**src/common/necu_params.svh**
```systemverilog
`ifndef NECU_PARAMS_SVH
`define NECU_PARAMS_SVH

// Bus register byte offsets
`define NECU_REG_INSTR 8'h00
`define NECU_REG_ACC 8'h04
`define NECU_REG_FLAGS 8'h08
`define NECU_REG_PTR 8'h0c
`define NECU_REG_SAVE 8'h10
`define NECU_REG_STROBE 8'h14
`define NECU_REG_TEMP 8'h18
`define NECU_REG_STATUS 8'h1c
`define NECU_REG_PAGE 8'h20

// Instruction word and page fields in the bus write data
`define NECU_OPC_HI 7
`define NECU_OPC_LO 0
`define NECU_IMM_HI 11
`define NECU_IMM_LO 8
`define NECU_PAGE_HI 3
`define NECU_PAGE_LO 0

// Full opcodes
`define NECU_OP_TABLE_LOOKUP 8'h01
`define NECU_OP_TEMP_TO_MEM 8'h12
`define NECU_OP_SHR_ZERO 8'h18
`define NECU_OP_SHR_ONE 8'h19
`define NECU_OP_SHL_ZERO 8'h1a
`define NECU_OP_SHL_ONE 8'h1b
`define NECU_OP_ACC_TO_PLO 8'h1c
`define NECU_OP_ACC_TO_PHI 8'h1d
`define NECU_OP_SWAP_LO 8'h1e
`define NECU_OP_SWAP_HI 8'h1f
`define NECU_OP_MEM_INC 8'h98
`define NECU_OP_MEM_DEC 8'h99
`define NECU_OP_PLO_INC 8'h9a
`define NECU_OP_PLO_DEC 8'h9b
`define NECU_OP_PHI_INC 8'h9c
`define NECU_OP_PHI_DEC 8'h9d
`define NECU_OP_STROBE_INC 8'h9e
`define NECU_OP_STROBE_DEC 8'h9f
`define NECU_OP_PLO_TO_ACC 8'hfd
`define NECU_OP_PHI_TO_ACC 8'hfe
`define NECU_OP_ACC_TO_STROBE 8'hae
`define NECU_OP_STROBE_TO_ACC 8'haa
`define NECU_OP_READ_CLR_HALT 8'hab
`define NECU_OP_READ_STATUS1 8'hac
`define NECU_OP_CHRONO_CLR 8'h04
`define NECU_OP_CHRONO_SET 8'h05
`define NECU_OP_DIVREL_CLR 8'h06
`define NECU_OP_DIVREL_SET 8'h07
`define NECU_OP_CARRY_CLR 8'hf0
`define NECU_OP_CARRY_SET 8'hf1
`define NECU_OP_MEM_TO_ACC 8'ha9
`define NECU_OP_ACC_TO_MEM 8'had

// Opcode groups keyed by the high nibble; ALU immediate keyed by bits 7..3
`define NECU_GRP_IMM_TO_MEM 4'h2
`define NECU_GRP_IMM_TO_ACC 4'h3
`define NECU_GRP_IMM_TO_PLO 4'hb
`define NECU_GRP_IMM_TO_PHI 4'hc
`define NECU_GRP_IMM_TO_STROBE 4'he
`define NECU_GRP_ALU_MEM 4'h8
`define NECU_GRP_ALU_IMM 5'h12
`define NECU_BOTH_BIT 3

// Constants
`define NECU_NIB_ZERO 4'h0
`define NECU_NIB_ONE 4'h1
`define NECU_SCF_ZERO 5'h00
`define NECU_SCF_HALT_CLR 5'h1e
`define NECU_SCF_ONE_CLR 5'h01
`define NECU_PAGE_RST 4'h0
`define NECU_OPC_RST 8'hff

`endif

```
**src/common/necu_pkg.sv**
```systemverilog
package necu_pkg;

    // Sequencer states
    typedef enum logic [1:0] {
        ST_IDLE = 2'b00,
        ST_EXEC = 2'b01,
        ST_ACK = 2'b11,
        ST_EXEC2 = 2'b10
    } necu_state_t;

    // Operation select, equal to opcode bits 2..0
    typedef enum logic [2:0] {
        ALU_ADC, ALU_SBC, ALU_ADD, ALU_SUB,
        ALU_ADN, ALU_AND, ALU_XOR, ALU_OR
    } necu_alu_op_t;

    // Avalon-MM request group
    typedef struct packed {
        logic read;
        logic write;
        logic [7:0] address;
        logic [31:0] writedata;
        logic [3:0] byteenable;
    } necu_avm_req_t;

    // Result of the arithmetic/logic unit
    typedef struct packed {
        logic [3:0] res;
        logic carry;
        logic upd;
    } necu_alu_out_t;

endpackage

```
**src/necu_alu.sv**
```systemverilog
`timescale 1ns/100ps
module necu_alu (
    input necu_pkg::necu_alu_op_t op_i,
    input wire logic [3:0] a_i,
    input wire logic [3:0] b_i,
    input wire logic cin_i,
    output necu_pkg::necu_alu_out_t out_o
);
    import necu_pkg::*;

    logic [4:0] sum;

    // Subtraction is a plus inverted b, carry out is no-borrow
    always_comb begin
        unique case (op_i)
            ALU_ADC: sum = {1'b0, a_i} + {1'b0, b_i} + {4'h0, cin_i};
            ALU_SBC: sum = {1'b0, a_i} + {1'b0, ~b_i} + {4'h0, cin_i};
            ALU_ADD: sum = {1'b0, a_i} + {1'b0, b_i};
            ALU_SUB: sum = {1'b0, a_i} + {1'b0, ~b_i} + 5'h01;
            ALU_ADN: sum = {1'b0, a_i} + {1'b0, b_i};
            ALU_AND: sum = {1'b0, a_i & b_i};
            ALU_XOR: sum = {1'b0, a_i ^ b_i};
            ALU_OR: sum = {1'b0, a_i | b_i};
        endcase
    end

    // Only the first four operations touch the carry
    assign out_o.res = sum[3:0];
    assign out_o.carry = sum[4];
    assign out_o.upd = (op_i <= ALU_SUB);

endmodule

```
**src/necu_core.sv**
```systemverilog
`timescale 1ns/100ps
`include "necu_params.svh"

// Function
// - table lookup loads ROM word, two cycles
// - store temporary register into pointed nibble
// - shifts fill vacated bit per variant
// - memory inc/dec writes nibble and accumulator
// - add with carry updates carry
// - subtract uses carry as no-borrow
// - plain add updates carry
// - plain subtract ignores incoming carry
// - no-flag add keeps carry
// - AND keeps carry
// - exclusive OR keeps carry
// - inclusive OR keeps carry
// - opcode bit 3 also writes memory
// - ALU immediate forms take two cycles
// - accumulator and immediate move pointer nibbles
// - swap pointer nibble with save nibble
// - pointer nibbles step independently
// - strobe pointer load, read, step
// - halt status read clears flags 4..1
// - status one read clears flag zero
// - set/clear divider enable, chrono, carry
// - loads, stores and immediate transfers
// - pointer and save split in nibbles
module necu_core (
    input wire logic clock_i,
    input wire logic srst_i,
    input wire logic ce_i,
    input necu_pkg::necu_avm_req_t avm_i,
    output logic [31:0] avm_readdata_o,
    output logic avm_waitrequest_o,
    output logic [11:0] rom_addr_o,
    input wire logic [7:0] rom_data_i,
    input wire logic [4:0] start_cond_i,
    input wire logic div_ovf_i,
    output logic halt_release_o,
    output logic chrono_run_o
);
    import necu_pkg::*;

    ////////////////////////////////////////////////////////////////////
    // State
    necu_state_t state_r;
    logic [7:0] opc_r;
    logic [3:0] imm_r;
    logic [3:0] acc_r;
    logic carry_r;
    logic [3:0] temp_r;
    logic [3:0] ptr_lo_r;
    logic [3:0] ptr_hi_r;
    logic [3:0] save_lo_r;
    logic [3:0] save_hi_r;
    logic [3:0] strobe_r;
    logic [3:0] page_r;
    logic divider_halt_release_enable_r;
    logic [4:0] scf_r;
    logic [3:0] ram_r [64];

    logic [5:0] ram_addr;
    logic [3:0] mem_rd;
    logic [3:0] opnd_b;
    logic [3:0] status_one;
    logic is_alu_mem;
    logic is_alu_imm;
    logic two_cyc;
    logic do_op;
    logic [3:0] acc_nxt;
    logic mem_we;
    logic [3:0] mem_wd;
    logic [4:0] scf_clr;
    necu_alu_out_t alu;

    ////////////////////////////////////////////////////////////////////
    // Decode
    // 64 nibbles: only two bits of the high pointer half reach the address
    assign ram_addr = {ptr_hi_r[1:0], ptr_lo_r};
    assign mem_rd = ram_r[ram_addr];
    assign is_alu_mem = (opc_r[7:4] == `NECU_GRP_ALU_MEM);
    assign is_alu_imm = (opc_r[7:3] == `NECU_GRP_ALU_IMM);
    assign two_cyc = is_alu_imm || (opc_r == `NECU_OP_TABLE_LOOKUP);
    assign opnd_b = is_alu_imm ? imm_r : mem_rd;
    assign status_one = {1'b0, chrono_run_o, divider_halt_release_enable_r, scf_r[0]};
    // Two-cycle work lands in the second cycle, after the ROM answered
    assign do_op = ce_i && (((state_r == ST_EXEC) && !two_cyc) ||
                            (state_r == ST_EXEC2));

    necu_alu u_alu (
        .op_i(necu_alu_op_t'(opc_r[2:0])),
        .a_i(acc_r),
        .b_i(opnd_b),
        .cin_i(carry_r),
        .out_o(alu)
    );

    ////////////////////////////////////////////////////////////////////
    // Bus sequencer and waitrequest
    always_ff @(posedge clock_i) begin
        if (srst_i) begin
            state_r <= ST_IDLE;
            avm_waitrequest_o <= 1'b1;
        end else if (ce_i) begin
            unique case (state_r)
                ST_IDLE: begin
                    if (avm_i.write && avm_i.address == `NECU_REG_INSTR &&
                        avm_i.byteenable[0]) begin
                        state_r <= ST_EXEC;
                    end else if (avm_i.read || avm_i.write) begin
                        state_r <= ST_ACK;
                        avm_waitrequest_o <= 1'b0;
                    end
                end
                ST_EXEC: begin
                    if (two_cyc) begin
                        state_r <= ST_EXEC2;
                    end else begin
                        state_r <= ST_ACK;
                        avm_waitrequest_o <= 1'b0;
                    end
                end
                ST_EXEC2: begin
                    state_r <= ST_ACK;
                    avm_waitrequest_o <= 1'b0;
                end
                ST_ACK: begin
                    state_r <= ST_IDLE;
                    avm_waitrequest_o <= 1'b1;
                end
            endcase
        end
    end

    // Instruction capture; the opcode lane alone is enough to issue
    always_ff @(posedge clock_i) begin
        if (srst_i) begin
            opc_r <= `NECU_OPC_RST;
            imm_r <= `NECU_NIB_ZERO;
        end else if (ce_i && state_r == ST_IDLE && avm_i.write &&
                     avm_i.address == `NECU_REG_INSTR &&
                     avm_i.byteenable[0]) begin
            opc_r <= avm_i.writedata[`NECU_OPC_HI:`NECU_OPC_LO];
            imm_r <= avm_i.writedata[`NECU_IMM_HI:`NECU_IMM_LO];
        end
    end

    // Page register for table lookups
    always_ff @(posedge clock_i) begin
        if (srst_i) begin
            page_r <= `NECU_PAGE_RST;
        end else if (ce_i && state_r == ST_IDLE && avm_i.write &&
                     avm_i.address == `NECU_REG_PAGE &&
                     avm_i.byteenable[0]) begin
            page_r <= avm_i.writedata[`NECU_PAGE_HI:`NECU_PAGE_LO];
        end
    end

    // Read data; unmapped offsets answer zero
    always_ff @(posedge clock_i) begin
        if (srst_i) begin
            avm_readdata_o <= 32'h0;
        end else if (ce_i && state_r == ST_IDLE && avm_i.read) begin
            unique case (avm_i.address)
                `NECU_REG_INSTR: avm_readdata_o <= {20'h0, imm_r, opc_r};
                `NECU_REG_ACC: avm_readdata_o <= {28'h0, acc_r};
                `NECU_REG_FLAGS:
                    avm_readdata_o <= {29'h0, divider_halt_release_enable_r, chrono_run_o, carry_r};
                `NECU_REG_PTR: avm_readdata_o <= {24'h0, ptr_hi_r, ptr_lo_r};
                `NECU_REG_SAVE:
                    avm_readdata_o <= {24'h0, save_hi_r, save_lo_r};
                `NECU_REG_STROBE: avm_readdata_o <= {28'h0, strobe_r};
                `NECU_REG_TEMP: avm_readdata_o <= {28'h0, temp_r};
                `NECU_REG_STATUS: avm_readdata_o <= {27'h0, scf_r};
                `NECU_REG_PAGE: avm_readdata_o <= {28'h0, page_r};
                default: avm_readdata_o <= 32'h0;
            endcase
        end
    end

    ////////////////////////////////////////////////////////////////////
    // Accumulator next value
    always_comb begin
        acc_nxt = acc_r;
        if (is_alu_mem || is_alu_imm) begin
            acc_nxt = alu.res;
        end else begin
            unique case (opc_r)
                `NECU_OP_SHR_ZERO: acc_nxt = {1'b0, acc_r[3:1]};
                `NECU_OP_SHR_ONE: acc_nxt = {1'b1, acc_r[3:1]};
                `NECU_OP_SHL_ZERO: acc_nxt = {acc_r[2:0], 1'b0};
                `NECU_OP_SHL_ONE: acc_nxt = {acc_r[2:0], 1'b1};
                `NECU_OP_MEM_INC: acc_nxt = mem_rd + `NECU_NIB_ONE;
                `NECU_OP_MEM_DEC: acc_nxt = mem_rd - `NECU_NIB_ONE;
                `NECU_OP_PLO_TO_ACC: acc_nxt = ptr_lo_r;
                `NECU_OP_PHI_TO_ACC: acc_nxt = ptr_hi_r;
                `NECU_OP_STROBE_TO_ACC: acc_nxt = strobe_r;
                `NECU_OP_READ_CLR_HALT: acc_nxt = scf_r[4:1];
                `NECU_OP_READ_STATUS1: acc_nxt = status_one;
                `NECU_OP_MEM_TO_ACC: acc_nxt = mem_rd;
                `NECU_OP_TABLE_LOOKUP: acc_nxt = rom_data_i[3:0];
                default: begin
                    if (opc_r[7:4] == `NECU_GRP_IMM_TO_ACC) begin
                        acc_nxt = opc_r[3:0];
                    end
                end
            endcase
        end
    end

    always_ff @(posedge clock_i) begin
        if (srst_i) begin
            acc_r <= `NECU_NIB_ZERO;
        end else if (do_op) begin
            acc_r <= acc_nxt;
        end
    end

    ////////////////////////////////////////////////////////////////////
    // Data memory write port
    always_comb begin
        mem_we = 1'b0;
        mem_wd = acc_nxt;
        if (is_alu_mem && opc_r[`NECU_BOTH_BIT]) begin
            mem_we = 1'b1;
        end else if (opc_r == `NECU_OP_MEM_INC ||
                     opc_r == `NECU_OP_MEM_DEC) begin
            mem_we = 1'b1;
        end else if (opc_r == `NECU_OP_TEMP_TO_MEM) begin
            mem_we = 1'b1;
            mem_wd = temp_r;
        end else if (opc_r == `NECU_OP_ACC_TO_MEM) begin
            mem_we = 1'b1;
            mem_wd = acc_r;
        end else if (opc_r[7:4] == `NECU_GRP_IMM_TO_MEM) begin
            mem_we = 1'b1;
            mem_wd = opc_r[3:0];
        end
    end

    // No reset on the array: contents are data, not control
    always_ff @(posedge clock_i) begin
        if (do_op && mem_we) begin
            ram_r[ram_addr] <= mem_wd;
        end
    end

    ////////////////////////////////////////////////////////////////////
    // Carry flag; anything not listed leaves it alone
    always_ff @(posedge clock_i) begin
        if (srst_i) begin
            carry_r <= 1'b0;
        end else if (do_op) begin
            if ((is_alu_mem || is_alu_imm) && alu.upd) begin
                carry_r <= alu.carry;
            end else if (opc_r == `NECU_OP_CARRY_CLR) begin
                carry_r <= 1'b0;
            end else if (opc_r == `NECU_OP_CARRY_SET) begin
                carry_r <= 1'b1;
            end
        end
    end

    // Temporary register takes the upper ROM nibble
    always_ff @(posedge clock_i) begin
        if (srst_i) begin
            temp_r <= `NECU_NIB_ZERO;
        end else if (do_op && opc_r == `NECU_OP_TABLE_LOOKUP) begin
            temp_r <= rom_data_i[7:4];
        end
    end

    // Table address replaces the low byte with accumulator and nibble
    always_ff @(posedge clock_i) begin
        if (srst_i) begin
            rom_addr_o <= 12'h0;
        end else if (ce_i && state_r == ST_EXEC &&
                     opc_r == `NECU_OP_TABLE_LOOKUP) begin
            rom_addr_o <= {page_r, acc_r, mem_rd};
        end
    end

    ////////////////////////////////////////////////////////////////////
    // Pointer low nibble and its save copy
    always_ff @(posedge clock_i) begin
        if (srst_i) begin
            ptr_lo_r <= `NECU_NIB_ZERO;
            save_lo_r <= `NECU_NIB_ZERO;
        end else if (do_op) begin
            if (opc_r == `NECU_OP_ACC_TO_PLO) begin
                ptr_lo_r <= acc_r;
            end else if (opc_r[7:4] == `NECU_GRP_IMM_TO_PLO) begin
                ptr_lo_r <= opc_r[3:0];
            end else if (opc_r == `NECU_OP_SWAP_LO) begin
                ptr_lo_r <= save_lo_r;
                save_lo_r <= ptr_lo_r;
            end else if (opc_r == `NECU_OP_PLO_INC) begin
                ptr_lo_r <= ptr_lo_r + `NECU_NIB_ONE;
            end else if (opc_r == `NECU_OP_PLO_DEC) begin
                ptr_lo_r <= ptr_lo_r - `NECU_NIB_ONE;
            end
        end
    end

    // Pointer high nibble and its save copy
    always_ff @(posedge clock_i) begin
        if (srst_i) begin
            ptr_hi_r <= `NECU_NIB_ZERO;
            save_hi_r <= `NECU_NIB_ZERO;
        end else if (do_op) begin
            if (opc_r == `NECU_OP_ACC_TO_PHI) begin
                ptr_hi_r <= acc_r;
            end else if (opc_r[7:4] == `NECU_GRP_IMM_TO_PHI) begin
                ptr_hi_r <= opc_r[3:0];
            end else if (opc_r == `NECU_OP_SWAP_HI) begin
                ptr_hi_r <= save_hi_r;
                save_hi_r <= ptr_hi_r;
            end else if (opc_r == `NECU_OP_PHI_INC) begin
                ptr_hi_r <= ptr_hi_r + `NECU_NIB_ONE;
            end else if (opc_r == `NECU_OP_PHI_DEC) begin
                ptr_hi_r <= ptr_hi_r - `NECU_NIB_ONE;
            end
        end
    end

    // Strobe pointer
    always_ff @(posedge clock_i) begin
        if (srst_i) begin
            strobe_r <= `NECU_NIB_ZERO;
        end else if (do_op) begin
            if (opc_r == `NECU_OP_ACC_TO_STROBE) begin
                strobe_r <= acc_r;
            end else if (opc_r[7:4] == `NECU_GRP_IMM_TO_STROBE) begin
                strobe_r <= opc_r[3:0];
            end else if (opc_r == `NECU_OP_STROBE_INC) begin
                strobe_r <= strobe_r + `NECU_NIB_ONE;
            end else if (opc_r == `NECU_OP_STROBE_DEC) begin
                strobe_r <= strobe_r - `NECU_NIB_ONE;
            end
        end
    end

    ////////////////////////////////////////////////////////////////////
    // Chrono start and divider release enable
    always_ff @(posedge clock_i) begin
        if (srst_i) begin
            chrono_run_o <= 1'b0;
            divider_halt_release_enable_r <= 1'b0;
        end else if (do_op) begin
            if (opc_r == `NECU_OP_CHRONO_CLR) begin
                chrono_run_o <= 1'b0;
            end else if (opc_r == `NECU_OP_CHRONO_SET) begin
                chrono_run_o <= 1'b1;
            end else if (opc_r == `NECU_OP_DIVREL_CLR) begin
                divider_halt_release_enable_r <= 1'b0;
            end else if (opc_r == `NECU_OP_DIVREL_SET) begin
                divider_halt_release_enable_r <= 1'b1;
            end
        end
    end

    // Overflow wakes the core only while enabled
    always_ff @(posedge clock_i) begin
        if (srst_i) begin
            halt_release_o <= 1'b0;
        end else if (ce_i) begin
            halt_release_o <= divider_halt_release_enable_r & div_ovf_i;
        end
    end

    // Start-condition flags: an arriving event beats the read clear
    always_comb begin
        scf_clr = `NECU_SCF_ZERO;
        if (do_op && opc_r == `NECU_OP_READ_CLR_HALT) begin
            scf_clr = `NECU_SCF_HALT_CLR;
        end else if (do_op && opc_r == `NECU_OP_READ_STATUS1) begin
            scf_clr = `NECU_SCF_ONE_CLR;
        end
    end

    always_ff @(posedge clock_i) begin
        if (srst_i) begin
            scf_r <= `NECU_SCF_ZERO;
        end else if (ce_i) begin
            scf_r <= (scf_r & ~scf_clr) | start_cond_i;
        end
    end
endmodule

```
**config.mk**
```make
export PLATFORM = sky130hd
export DESIGN_NAME = necu_core
export DESIGN_NICKNAME = d
export VERILOG_FILES = /design/src/common/necu_pkg.sv /design/src/necu_alu.sv /design/src/necu_core.sv
export VERILOG_INCLUDE_DIRS = /design/src /design/src/common
export SDC_FILE = /design/constraint.sdc
export NUM_CORES = 1
export LEC_CHECK = 0
export BUFFER_PORTS_ARGS = -buffer_cell sky130_fd_sc_hd__buf_2
export CAP_MARGIN = 15
export CORE_ASPECT_RATIO = 1.2
export CORE_MARGIN = 4
export CORE_UTILIZATION = 34
export CTS_BUF_LIST = sky130_fd_sc_hd__clkbuf_2 sky130_fd_sc_hd__clkbuf_4 sky130_fd_sc_hd__clkbuf_8
export DETAILED_ROUTE_END_ITERATION = 8
export PLACE_DENSITY_LB_ADDON = 0.1
export SYNTH_ARGS = -nofsm -noshare
export SYNTH_HDL_FRONTEND = slang
export SYNTH_SLANG_ARGS = --single-unit
export TNS_END_PERCENT = 10
```
**constraint.sdc**
```tcl
create_clock -name clock_i -period 12.2 [get_ports clock_i]
set_input_delay 2.44 -clock clock_i [delete_from_list [all_inputs] [get_ports clock_i]]
set_output_delay 2.44 -clock clock_i [all_outputs]
set_load 0.02 [all_outputs]
```
==> out/qor.yml <==
grt-busiest-layer: "met2"
cts_tree: "done"
grt_setup_unrepaired: "no"
synth_warnings: 0
switching_share_pct: 22.5
min_path_type: "reg -> reg"
slew_viol_final: 0
worstMarginPinSlew_ns: 0.983
ys.flop_type: "edfxtp_1"
portBuffers: 66
p_per_area_nw_per_um2: 134
cts-root-buf: "clkbuf_8"
place_congestion: 0.900
p_total_w: 0.00245
die_height_microns: 247
syn_area_sq_um: 16100
syn_inst: 1332
synth.most_common_cell: "edfxtp_1"
max_cap_violations: 0
gr-total-overflow: 0
min_period_ns: 6.69
async_reset_ff_share_pct: 0
ys_seq_area_share_pct: 57.5
postCtsSetupBuffers: 0
ys_types: 77
die-area_sq_um: 51000
area_delta_synth_final_pct: 13.6
initial_utilization_pct: 34.3
nets: 1499
antenna_found_initial: 0
cts_buffers: 58
clk_pin_slew_worst_paths_ns: 0.06
dp_hpwl_mm: 32.8
leakage_nw: 6.20
internal-power_w: 0.00190
drt_first_iter_violations: 898
coreArea_sq_um: 47000
clockPowerShare_pct: 46.2
ant_nets: 0
synth-edff-count: 256
fin_crit_sh_pct: 54.8
boundaryPins: 110
clk_path_buf_depth: 3
die_w_microns: 207
crit_arrival_ns: 7.06
drt_wl_total_mm: 49.0
grt_pass1_vias: 11500
hold_viol_final: 0
relSlewSlack_pct: 33.8
diodes: 0
fmax_mhz: 149
synth.area.top_cells: "edfxtp_1 48%, dfxtp_1 9.9%, mux4_2 4.3%"
p_sw_w: 0.000552
p_seq_share_pct: 50.7
syn_avg_cell_area_sq_um: 12.1
grt_pass1_wl_mm: 72.8
ir_drop_v: 0.000100
grt.total_usage_pct: 19.0
crit_path_start_kind: "flip-flop"
fin_skew_ns: 0.0391
wl_per_cell_microns: 23.6
tns_ns: 0
yosysTopAreaCellShare_pct: 47.6
ys_ff_latch: 336
cts-resized-gates: 0
status: "finished, final reports clean"
crit_path_end_kind: "flip-flop"
std_cell_rows: 87
synth_largest_area_cell: "edfxtp_1"
clock_latency_ns: 0.67
critPathRequiredTime_ns: 12.56
synthTopCellsByCount: "256 x edfxtp_1, 169 x nor2_1, 103 x nand2_1"
clock-sinks: 336
grt_util_met1_pct: 23.5
drtPass1Iterations: 7
grt_max_degree: 81
setup_viol: 0
via_per_inst: 5.43
comb_power_share_pct: 3.1
vias: 11300
h-tree-depth: 2
globalRouteMet3Util_pct: 3.32
path_class: "reg -> reg"
cts-hold-fix-buffers: 0
drc: 0
cp_max_fo: 64
drive_above_1_share_pct: 17.3
grtUsageMet2_pct: 32.4
-- routing by layer --
| metal | vias up | routed length, microns | part of all wire (%) |
|---|---|---|---|
| li1 | 5193 | - | - |
| met1 | 5604 | 20000 | 41 |
| met2 | 347 | 24300 | 50 |
| met4 | 0 | 2220 | 4.5 |
| met5 | - | 0 | 0 |
| met3 | 111 | 2440 | 5.0 |
-- critical path, cell delays in order (launching register included) --
cell and delay, ns:
dfxtp_4 0.79, buf_4 0.73, mux2_2 0.42, a221o_1 0.34
a22oi_1 0.17, nor2_1 0.12, a211oi_1 0.41, nand3_1 0.28
mux2i_1 0.39, inv_1 0.14, fa_1 0.59, ha_1 0.21
nor3b_1 0.20, a21oi_1 0.05, o21ai_0 0.21, xnor2_1 0.11
nor2_1 0.11, a211oi_1 0.07, o21a_1 0.23, a211oi_4 0.17
buf_4 0.53
-- area by class of cell --
type,instances,area (sq um)
clock buffers,78,955
clock inverters,31,337
fillers,4571,28700
inverters,26,97.6
multi-input cells,888,6360
flip-flops and latches,336,9300
well taps,623,779
repair buffers,90,510
-- path summary, 6_finish.rpt --
check                                  startpoint                 to  slack (ns)  depth (start not counted)
worst max register to register        ptr_lo_r[2]       ram_r[53][2]        5.51                         20
worst min register to register  avm_readdata_o[8]  avm_readdata_o[8]        0.46                          2
worst max-delay path                  ptr_lo_r[2]       ram_r[53][2]        5.51                         20
worst min-delay path            avm_readdata_o[8]  avm_readdata_o[8]        0.46                          2
-- logic make-up (layout without fill, tap and decap cells) --
| group | Yosys count | count (layout) | share of synthesized area (%) |
|---|---|---|---|
| adders and majority gates | 36 | 36 | 3.07 |
| and+or+nand+nor | 425 | 425 | 12.3 |
| DFF | 336 | 336 | 57.5 |
| AOI/OAI and AO/OA | 279 | 279 | 11.7 |
| buffers and inverters | 127 | 225 | 3.92 |
| muxes | 112 | 112 | 10.5 |
| xor gates and xnor gates | 16 | 16 | 0.953 |
| other | 1 | 20 | 0.0232 |
-- power by group through the flow --
stage / registers (W) / logic (W) / clock network [W]
5_1_grt: 0.00124 / 0.0000854 / 0.00123
2_1_floorplan: 0.00126 / 0.0000497 / 0
6_report: 0.00124 / 0.0000763 / 0.00113
3_3_place_gp: 0.00127 / 0.0000768 / 0
4_1_cts: 0.00124 / 0.0000779 / 0.00118
3_5_place_dp: 0.00127 / 0.0000776 / 0
-- per-stage QoR --
step | instances | instance area, sq um | hold WS (ns) | worst slack, ns | util, %
after floorplan | 1351 | 16200 | 0.444 | 4.74 | -
after global placement | 1963 | 17000 | 0.445 | 5.50 | 36.2
after detailed placement | 1963 | 17000 | 0.448 | 5.49 | 36.2
after CTS | 2072 | 18300 | 0.455 | 5.44 | 39.0
after global routing | 2072 | 18300 | 0.482 | 5.01 | 39.0
final | 2072 | 18300 | 0.455 | 5.51 | 39.0
-- registers in the layout (all words and copies together) (netlist names), 5 cells and up --
register / flops
ram_r: 256
rom_addr_o: 12
scf_r: 5
opc_r: 8
avm_readdata_o: 12
-- placed cells by master (no fill, tap or decap), types with 24 or more instances in the layout --
cell type | Yosys | final
edfxtp_1 | 256 | 256
nor2_1 | 169 | 169
nand2_1 | 103 | 103
a21oi_1 | 79 | 78
dfxtp_1 | 80 | 77
buf_2 | 19 | 66
clkbuf_8 | 0 | 59
mux2i_1 | 58 | 58
nand3_1 | 36 | 36
o21ai_0 | 32 | 32
mux4_2 | 31 | 31
ha_1 | 30 | 30
inv_1 | 26 | 26
a22oi_1 | 24 | 24
buf_4 | 27 | 24
No activity file was read; power rests on OpenSTA's default activity.
